### src/verilog/positive_analog_input_pkg.sv
// constants, register layout and types of the analog comparator control block
package positive_analog_input_pkg;

    localparam logic [3:0] ctrl_offset = 4'h0;
    localparam logic [3:0] irq_status_offset = 4'h4;
    localparam logic [3:0] irq_mask_offset = 4'h8;

    localparam int enable_bit = 7;
    localparam int ref_select_bit = 6;
    localparam int flag_bit = 5;
    localparam int irq_enable_bit = 4;
    localparam int output_value_bit = 3;
    localparam int pin_enable_bit = 2;
    localparam int mode_lsb = 0;
    localparam int mode_width = 2;

    localparam int event_status_bit = 0;
    localparam int status_width = 1;

    localparam logic [7:0] ctrl_reset = 8'h00;
    localparam logic [status_width-1:0] irq_status_reset = 1'h0;
    localparam logic [status_width-1:0] irq_mask_reset = 1'h0;

    localparam logic [mode_width-1:0] mode_fall_a = 2'h0;
    localparam logic [mode_width-1:0] mode_rise = 2'h1;
    localparam logic [mode_width-1:0] mode_fall_b = 2'h2;
    localparam logic [mode_width-1:0] mode_toggle = 2'h3;

    typedef struct packed {
        logic enable;
        logic ref_select;
        logic flag;
        logic irq_enable;
        logic output_value;
        logic pin_enable;
        logic [mode_width-1:0] mode;
    } ctrl_type;

    typedef struct packed {
        logic rise;
        logic fall;
    } edge_type;

    typedef enum logic [1:0] {
        bus_idle = 2'b01,
        bus_ack = 2'b10
    } bus_state_type;

endpackage : positive_analog_input_pkg

### src/verilog/analog_comparator_control.sv
// register, edge detection and interrupt logic around the analog comparator core
//
// Added by the designer: the Avalon-MM interface to the registers and the register addresses.
`timescale 1ns/1ps
`default_nettype none

module analog_comparator_control (
    input wire logic clock,
    input wire logic rst,
    input wire logic [3:0] address,
    input wire logic read,
    input wire logic write,
    input wire logic [31:0] writedata,
    input wire logic [3:0] byteenable,
    output logic [31:0] readdata,
    output logic waitrequest,
    output logic irq,
    input wire logic comparator_raw,
    output logic comparator_power_enable,
    output logic reference_select,
    output logic comparator_output_pin,
    output logic comparator_output_pin_oe_n,
    input wire logic stop_mode,
    input wire logic deep_stop_wake,
    output logic wake_request
);

    positive_analog_input_pkg::ctrl_type ctrl_q, ctrl_d;
    positive_analog_input_pkg::bus_state_type state_q, state_d;
    logic [31:0] readdata_q, readdata_d;
    logic [positive_analog_input_pkg::status_width-1:0] status_q, status_d;
    logic [positive_analog_input_pkg::status_width-1:0] mask_q, mask_d;
    logic sync1_q, sync2_q, prev_q, run_q;
    logic block_rst;

    function automatic logic event_hit(
        input logic [positive_analog_input_pkg::mode_width-1:0] mode,
        input positive_analog_input_pkg::edge_type edges
    );
        case (mode)
            positive_analog_input_pkg::mode_fall_a: event_hit = edges.fall;
            positive_analog_input_pkg::mode_rise: event_hit = edges.rise;
            positive_analog_input_pkg::mode_fall_b: event_hit = edges.fall;
            positive_analog_input_pkg::mode_toggle: event_hit = edges.rise | edges.fall;
            default: event_hit = 1'b0;
        endcase
    endfunction : event_hit

    // deep-stop wake-up acts like a reset of the whole block
    assign block_rst = rst | deep_stop_wake;

    // bus decode
    wire req = read | write;
    wire acc = (state_q == positive_analog_input_pkg::bus_ack);
    wire wr_fire = write & acc & byteenable[0];
    wire rd_fire = read & acc;
    wire sel_ctrl = (address == positive_analog_input_pkg::ctrl_offset);
    wire sel_status = (address == positive_analog_input_pkg::irq_status_offset);
    wire sel_mask = (address == positive_analog_input_pkg::irq_mask_offset);
    wire wr_ctrl = wr_fire & sel_ctrl;
    wire wr_mask = wr_fire & sel_mask;
    wire rd_status = rd_fire & sel_status;
    wire flag_clear = wr_ctrl & writedata[positive_analog_input_pkg::flag_bit];
    wire positive_analog_input_pkg::ctrl_type wr_val = positive_analog_input_pkg::ctrl_type'(writedata[7:0]);

    assign waitrequest = req & ~acc;
    assign readdata = readdata_q;

    // comparator side
    assign comparator_power_enable = ctrl_q.enable;
    assign reference_select = ctrl_q.ref_select;
    // the minus pin is hard-wired to the inverting input in the core

    // edges are taken only after a full cycle enabled; a result already high at turn-on still shows as a rising edge two cycles later
    wire positive_analog_input_pkg::edge_type edges = '{
        rise: run_q & ctrl_q.enable & sync2_q & ~prev_q,
        fall: run_q & ctrl_q.enable & ~sync2_q & prev_q
    };
    wire event_now = event_hit(ctrl_q.mode, edges);

    wire live_value = ctrl_q.enable & sync2_q;

    always_comb begin
        ctrl_d = ctrl_q;
        if (wr_ctrl) begin
            ctrl_d.enable = wr_val.enable;
            ctrl_d.ref_select = wr_val.ref_select;
            ctrl_d.irq_enable = wr_val.irq_enable;
            ctrl_d.pin_enable = wr_val.pin_enable;
            ctrl_d.mode = wr_val.mode;
        end
        // set wins over a clear in the same cycle
        ctrl_d.flag = event_now | (ctrl_q.flag & ~flag_clear);
        ctrl_d.output_value = live_value;
    end

    wire [positive_analog_input_pkg::status_width-1:0] status_clr =
        rd_status ? readdata_q[positive_analog_input_pkg::status_width-1:0] : '0;
    // only bits the host actually saw are cleared by the read
    assign status_d = {event_now} | (status_q & ~status_clr);
    assign mask_d = wr_mask ? writedata[positive_analog_input_pkg::status_width-1:0] : mask_q;

    always_comb begin
        case (state_q)
            positive_analog_input_pkg::bus_idle: state_d = req ? positive_analog_input_pkg::bus_ack : positive_analog_input_pkg::bus_idle;
            positive_analog_input_pkg::bus_ack: state_d = positive_analog_input_pkg::bus_idle;
            default: state_d = positive_analog_input_pkg::bus_idle;
        endcase
    end

    wire [31:0] rd_ctrl_word = {24'h000000, ctrl_q};
    wire [31:0] rd_status_word = {{(32 - positive_analog_input_pkg::status_width){1'b0}}, status_q};
    wire [31:0] rd_mask_word = {{(32 - positive_analog_input_pkg::status_width){1'b0}}, mask_q};
    wire [31:0] rd_word = sel_ctrl ? rd_ctrl_word :
                          sel_status ? rd_status_word :
                          sel_mask ? rd_mask_word : 32'h00000000;
    assign readdata_d = (read & ~acc) ? rd_word : readdata_q;

    always_ff @(posedge clock) begin
        if (block_rst) begin
            ctrl_q <= positive_analog_input_pkg::ctrl_type'(positive_analog_input_pkg::ctrl_reset);
            status_q <= positive_analog_input_pkg::irq_status_reset;
            mask_q <= positive_analog_input_pkg::irq_mask_reset;
            state_q <= positive_analog_input_pkg::bus_idle;
            readdata_q <= 32'h00000000;
        end else begin
            ctrl_q <= ctrl_d;
            status_q <= status_d;
            mask_q <= mask_d;
            state_q <= state_d;
            readdata_q <= readdata_d;
        end
    end

    // synchroniser for the asynchronous comparator result
    always_ff @(posedge clock) begin
        if (block_rst) begin
            sync1_q <= 1'b0;
            sync2_q <= 1'b0;
            prev_q <= 1'b0;
            run_q <= 1'b0;
        end else begin
            sync1_q <= comparator_raw;
            sync2_q <= sync1_q;
            prev_q <= sync2_q;
            run_q <= ctrl_q.enable;
        end
    end

    wire flag_irq = ctrl_q.irq_enable & ctrl_q.flag;
    assign irq = flag_irq | (|(status_q & mask_q));
    assign wake_request = stop_mode & flag_irq;

    assign comparator_output_pin = ctrl_q.pin_enable & ctrl_q.output_value;
    assign comparator_output_pin_oe_n = ~ctrl_q.pin_enable;
endmodule : analog_comparator_control

`default_nettype wire

### config.mk
export PLATFORM = sky130hd
export DESIGN_NAME = analog_comparator_control
export DESIGN_NICKNAME = d
export VERILOG_FILES = /design/src/verilog/positive_analog_input_pkg.sv /design/src/verilog/analog_comparator_control.sv
export SDC_FILE = /design/constraint.sdc
export NUM_CORES = 1
export LEC_CHECK = 0
export BUFFER_PORTS_ARGS = -buffer_cell sky130_fd_sc_hd__buf_4
export CAP_MARGIN = 0
export CORE_MARGIN = 8
export CORE_UTILIZATION = 42
export DETAILED_ROUTE_END_ITERATION = 12
export PLACE_DENSITY_LB_ADDON = 0.08
export RECOVER_POWER = 25
export SLEW_MARGIN = 20
export SYNTH_ARGS = -nofsm -noshare
export SYNTH_HDL_FRONTEND = slang
export SYNTH_SLANG_ARGS = --single-unit
export TNS_END_PERCENT = 10
### constraint.sdc
create_clock -name clock -period 3.9 [get_ports clock]
set_input_delay 0.39 -clock clock [delete_from_list [all_inputs] [get_ports clock]]
set_output_delay 0.39 -clock clock [all_outputs]
set_load 0.01 [all_outputs]
==> results.cfg, run 1 <==
[run_status]
run_status = completed

[sta]
fmax_ghz = 0.6282
layout_setup_ws_ns = 2.308
hold_viol = 0
slew-limit-headroom_pct = 61.26
slew_viol_final = 0
skew_ns = 0.003383
rsz0062_at_grt = no
fin_crit_ns = 1.592
worst_pin_slew_ns = 0.5786
setup_violations = 0
period_share_pct = 40.81
fin_setup_tns_ns = 0

[placed_design]
dpl_worst_slack_ns = 1.966
gp_congestion = 0.7406
post_dp_cell_area_sq_um = 1300
dp_hpwl_um = 1923
io_buffer_count = 33
placed_cells = 182

[logic_synthesis]
synthFlopType = dfxtp_1
ys_warn_count = 0
netlist_area_sq_um = 1116
ys_seq_elements = 24
avgSynthCellArea_sq_um = 9.148
synth_top_cell_area_share_pct = 43.05
synth_seq_area_share_pct = 43.05
synth_area_leaders = dfxtp_1 43%, buf_4 16%, mux2i_1 6.3%
synth_cells = 122
ys_top_cells_by_count = 24 x buf_4, 24 x dfxtp_1, 18 x nor2_1
async_flop_share_pct = 0
synth_edf_count = 0
yosysTopAreaCell = dfxtp_1
synth_cell_type_count = 30

[floorplanning]
core_region_area_sq_um = 2500
start_util_pct = 44.64
pin_count = 86
die_area_sq_um = 4563
die_w_um = 67.55
core.rowCount = 18
chipHeight_um = 67.55

[finish]
final_cell_count_no_fill = 185
regArea_sq_um = 480.5
drive_gt1_share_pct = 25.16
fin_area_sq_um = 1311
num-fill-cells = 246
syn_to_final_growth_pct = 17.49
post-route-util_pct = 52.45
antenna_cells = 0
fin_nets = 204
multi_input_area_sq_um = 523.0

[setup_path]
cp_max_fo = 7
r2r-start = state_q[0]$_SDFF_PP1_
end_kind = flip-flop
worstPathArrival_ns = 1.83
start_kind = input port
cpPeakStageDelay_ns = 0.56
required_ns = 4.14
worst-path-buf-inv = 1
critPathTopFamily = simple AND/OR/NAND/NOR gates
startpoint = address[1]
cp_cell_sequence = buf_4 > or4_4 > nor3b_2 > a22oi_1 > nor2_1
cp_slowest_cell = or4_4
worstSetupPathType = input port to flip-flop

[clock_tree]
clk_latency_ns = 0.30
path_clk_slew_ns = 0.11
cts_buffer_depth = 2
numClockSinks = 24
postCtsSetupBuffers = 0
cts-root-buf = clkbuf_4
cts_tree = done
cts_buffers = 3
cts_resized = 0
htreeDepth = 1
hold_buffers = 0

[routing]
ant_nets = 0
remaining_drc_errors = 0
vias_per_cell = 4.730
finalWirelength_um = 2399
wire_per_inst_um = 12.97
vias = 875
firstDrtPassIters = 4
drt-initial-drc-count = 17

[global_routing]
grt_max_degree = 19
grt_pass1_vias = 866
grt-ovfl-total = 0
antenna_found_initial = 0
grt_pass1_wl_um = 3670
grt_use_total_pct = 10.20

[power]
power_density_nw_per_um2 = 296.9
power.leakage_nw = 0.5708
peakVddDrop_uv = 179.5

[min_path]
hp-class = input port to flip-flop
holdCritStartpoint = comparator_raw

[run]
drv_cap = 0
state kept, by name, summed over array words and instances (netlist names):
register and count:
sync2_q 1, comparator_power_enable 1, state_q 2, sync1_q 1, status_q 1, readdata 8
mask_q 1, ctrl_q 6, reference_select 1, prev_q 1, run_q 1
path summary, 6_finish.rpt:
kind | endpoint | slack (ns) | cells past startpoint
setup reg to reg | readdata[0]$_SDFFE_PP0P_ | 2.37 | 4
hold / removal | sync1_q$_SDFF_PP0_ | 0.29 | 2
setup / recovery | readdata[3]$_SDFFE_PP0P_ | 2.31 | 5
hold reg to reg | sync2_q$_SDFF_PP0_ | 0.45 | 1
area by class of cell:
type | count | share of cell area [%]
Clock buffer | 3 | 1.718
Inverter | 3 | 0.8588
Multi-Input combinational cell | 92 | 39.89
Sequential cell | 24 | 36.64
Tap cell | 30 | 2.863
Timing Repair Buffer | 33 | 18.03
cells in the final DEF, fill, tap and decap left out, types with 3 or more instances in the layout:
master and instances:
a21oi_1 3, a22oi_1 7, and2_0 3, buf_4 29, clkbuf_1 3, clkbuf_4 4, conb_1 24, dfxtp_1 24
inv_1 3, mux2i_1 7, nand2_1 5, nor2_1 18
per-layer routing:
layer / track usage (%) / up-vias / part of all wire [%] / wire length (um)
li1: - / 430 / - / -
met1: 10.47 / 400 / 39 / 942
met2: 18.46 / 43 / 47 / 1126
met3: 4.139 / 2 / 13 / 315
met4: 3.133 / 0 / 0.58 / 14
met5: 0 / - / 0 / 0
power breakdown:
group	internal, mW	switching [mW]	total, mW
Combinational	0.0166	0.0250	0.0416
Sequential	0.247	0.000877	0.248
Clock	0.0360	0.0640	0.0999
per-stage QoR:
stage | hold slack (ns) | total power, mW
after CTS | 0.2823 | 0.3940
final | 0.2931 | 0.3893
after global routing | 0.2861 | 0.4047
after detailed placement | 0.4199 | 0.2944
after global placement | 0.4110 | 0.2936
after floorplan | 0.4057 | 0.2923
cell families (layout without fill, tap and decap cells):
kind of cell / Yosys count / after routing / synth area share [%]
flip-flops: 24 / 24 / 43.05
AO/OA/AOI/OAI: 16 / 16 / 9.866
AND/OR/NAND/NOR: 45 / 45 / 22.65
other: 1 / 24 / 0.3360
multiplexers: 7 / 7 / 6.278
buffers and inverters: 29 / 39 / 17.83
Note: power is estimated with default switching activity, not from simulation.
==> inputs of run 2 (changes only) <==
--- a/config.mk
+++ b/config.mk
@@ -5,10 +5,11 @@
 export SDC_FILE = /design/constraint.sdc
 export NUM_CORES = 1
 export LEC_CHECK = 0
+export ABC_AREA = 1
 export BUFFER_PORTS_ARGS = -buffer_cell sky130_fd_sc_hd__buf_4
 export CAP_MARGIN = 0
 export CORE_MARGIN = 8
-export CORE_UTILIZATION = 42
+export CORE_UTILIZATION = 40
 export DETAILED_ROUTE_END_ITERATION = 12
 export PLACE_DENSITY_LB_ADDON = 0.08
 export RECOVER_POWER = 25
==> constraint.sdc (replaced) <==
create_clock -name clock -period 1.5 [get_ports clock]
set_input_delay 0.15 -clock clock [delete_from_list [all_inputs] [get_ports clock]]
set_output_delay 0.15 -clock clock [all_outputs]
set_load 0.01 [all_outputs]
==> run 2 against run 1 <==
Compared with the run above: die area increased by 10%; critical path depth down 1; flip-flop and latch count did not move; utilization is 4.7 points lower; power rose to 2.8 times the previous value; setup slack lost 2.0 ns; cell count up 26%; global-route usage up 0.42 points; synthesized cell count rose by 36%; area after synthesis is 8.4% higher; design area grew 7.6%; critical endpoint is now waitrequest; largest cell class unchanged.
==> results.cfg, run 2 <==
[run_status]
run_status = completed

[logic_synthesis]
avgSynthCellArea_sq_um = 7.289
yosysTopAreaCell = dfxtp_1
netlist_area_sq_um = 1210
synth_seq_area_share_pct = 39.71
synth_edf_count = 0
async_flop_share_pct = 0
synth_cells = 166
synth_cell_type_count = 17
synth_area_leaders = dfxtp_1 40%, buf_4 15%, nand2_1 10%
ys_warn_count = 0
ys_top_cells_by_count = 33 x nand2_1, 29 x nor2_1, 24 x buf_4, 24 x dfxtp_1, 18 x inv_1
synthFlopType = dfxtp_1
synth_most_common_cell = nand2_1
synth_top_cell_area_share_pct = 39.71
ys_seq_elements = 24

[clock_tree]
cts_tree = done
cts-root-buf = clkbuf_4
numClockSinks = 24
postCtsSetupBuffers = 0
clk_latency_ns = 0.31
cts_buffer_depth = 2
cts_buffers = 3
cts_resized = 0
hold_buffers = 0
path_clk_slew_ns = 0.13
htreeDepth = 1

[placed_design]
gp_congestion = 0.6921
io_buffer_count = 33
dp_hpwl_um = 2067
dpl_worst_slack_ns = 0.3411

[global_routing]
grt_max_degree = 15
grt_pass1_vias = 993
grt_pass1_wl_um = 4374
grt_use_total_pct = 10.62
antenna_found_initial = 0
grt-ovfl-total = 0

[sta]
layout_setup_ws_ns = 0.3037
worst_pin_slew_ns = 0.5703
fin_crit_ns = 1.196
hold_viol = 0
fmax_ghz = 0.8359
slew_viol_final = 0
fin_setup_tns_ns = 0
period_share_pct = 79.76
skew_ns = 0.008916
setup_violations = 0
fin_hold_ws_ns = 0.05123
rsz0062_at_grt = no
slew-limit-headroom_pct = 61.84

[min_path]
holdCritStartpoint = comparator_raw
whs_path_depth = 3
min_to = sync1_q$_SDFF_PP0_
hp-class = input port to flip-flop

[finish]
final_common_cell = nand2_1
drive_gt1_share_pct = 24.38
largest_reg_flops = 8
final_cell_mix = 33 x nand2_1, 31 x nor2_1, 31 x buf_4, 24 x conb_1, 24 x dfxtp_1
fin_nets = 249
antenna_cells = 0
syn_to_final_growth_pct = 16.65

[power]
p_int_mw = 0.8380
seq_power_share_pct = 58.5
pwr-share-comb_pct = 11.2
clock_power_share_pct = 30.2
power_density_nw_per_um2 = 783.7
finalPower_mw = 1.106
power.leakage_nw = 0.6505
swShare_pct = 24.24
switching_power_mw = 0.2681
peakVddDrop_uv = 477.9

[floorplanning]
core_region_area_sq_um = 2953
pin_count = 86
core.rowCount = 20
start_util_pct = 40.97
die_area_sq_um = 5040
die_w_um = 71.00
chipHeight_um = 71.00

[setup_path]
reg2reg_to = ctrl_q[2]$_SDFFE_PP0P_
worstSetupPathType = flip-flop to output pin
end_kind = output pin
cp_max_fo = 2
ff2ff_path_depth = 7
required_ns = 1.35
r2r-start = state_q[0]$_SDFF_PP1_
worstPathArrival_ns = 1.05
start_kind = flip-flop
ff2ff_setup_slack_ns = 0.32

[routing]
finalWirelength_um = 2524
ant_nets = 0
vias = 988
wire_per_inst_um = 10.79
firstDrtPassIters = 4
drt-initial-drc-count = 62
remaining_drc_errors = 0
vias_per_cell = 4.222

[run]
drv_cap = 0
-- run 2: cell types whose count changed after synthesis, moves of 3 or more --
cell	change
a21oi_2	+6
inv_1	+15
nor2_4	+3
o21ai_0	+5
mux2i_1	-7
nor2_1	+11
nand2_1	+28
nand3_1	+6
a22oi_1	-7
and2_1	-5
-- run 2: area by class of cell --
| cell class | count | area (sq um) |
|---|---|---|
| Sequential cell | 24 | 480.5 |
| Fill cell | 307 | 1541 |
| Timing Repair Buffer | 33 | 244.0 |
| Clock buffer | 4 | 36.28 |
| Inverter | 20 | 75.07 |
| Tap cell | 33 | 41.29 |
| Multi-Input combinational cell | 120 | 534.3 |
-- run 2: cell families (layout without fill, tap and decap cells) --
group                  count (synthesis)  after routing  share of synthesized area (%)
DFF                                   24             24                          39.71
AOI/OAI and AO/OA                     17             17                          8.893
and+or+nand+nor                       79             79                          29.06
other                                  1             24                         0.3099
buffers and inverters                 45             57                          22.03
-- run 2: worst max-delay path, cell delays in order, from the launching register on --
cell and delay (ns):
dfxtp_1 0.39, inv_1 0.07, nor2_1 0.09, nor2_1 0.05, buf_4 0.14
-- run 2: stage by stage --
stage | std cells | instance area [sq um] | utilization (%)
3_5_place_dp | 230 | 1394 | 47.20
6_report | 234 | 1411 | 47.80
4_1_cts | 234 | 1430 | 48.43
5_1_grt | 234 | 1411 | 47.80
3_3_place_gp | 230 | 1394 | 47.20
2_1_floorplan | 189 | 1296 | -
-- run 2: power by group through the flow --
stage,logic [mW],clock network [mW],registers (mW)
after floorplan,0.122,0,0.661
after global placement,0.124,0,0.661
after detailed placement,0.126,0,0.662
after CTS,0.126,0.350,0.648
after global routing,0.141,0.385,0.648
final,0.124,0.334,0.647
-- run 2: worst max-delay path by stage --
stage | start | endpoint | slack (ns) | cells after the start
2_1_floorplan | state_q[0]$_SDFF_PP1_ | readdata[4]$_SDFFE_PP0P_ | 0.56 | 6
3_3_place_gp | deep_stop_wake | readdata[7]$_SDFFE_PP0P_ | 0.34 | 6
3_5_place_dp | deep_stop_wake | readdata[0]$_SDFFE_PP0P_ | 0.34 | 6
4_1_cts | state_q[1]$_SDFF_PP0_ | waitrequest | 0.28 | 4
5_1_grt | deep_stop_wake | readdata[7]$_SDFFE_PP0P_ | 0.10 | 6
6_report | state_q[1]$_SDFF_PP0_ | waitrequest | 0.30 | 4
-- run 2: per-layer routing --
layer / vias to the layer above / wire length (um) / GRT usage [%]
met1: 426 / 1114 / 11.52
met5: - / 0 / 0
li1: 530 / - / -
met3: 2 / 176 / 4.379
met4: 0 / 15 / 3.464
met2: 30 / 1217 / 18.23
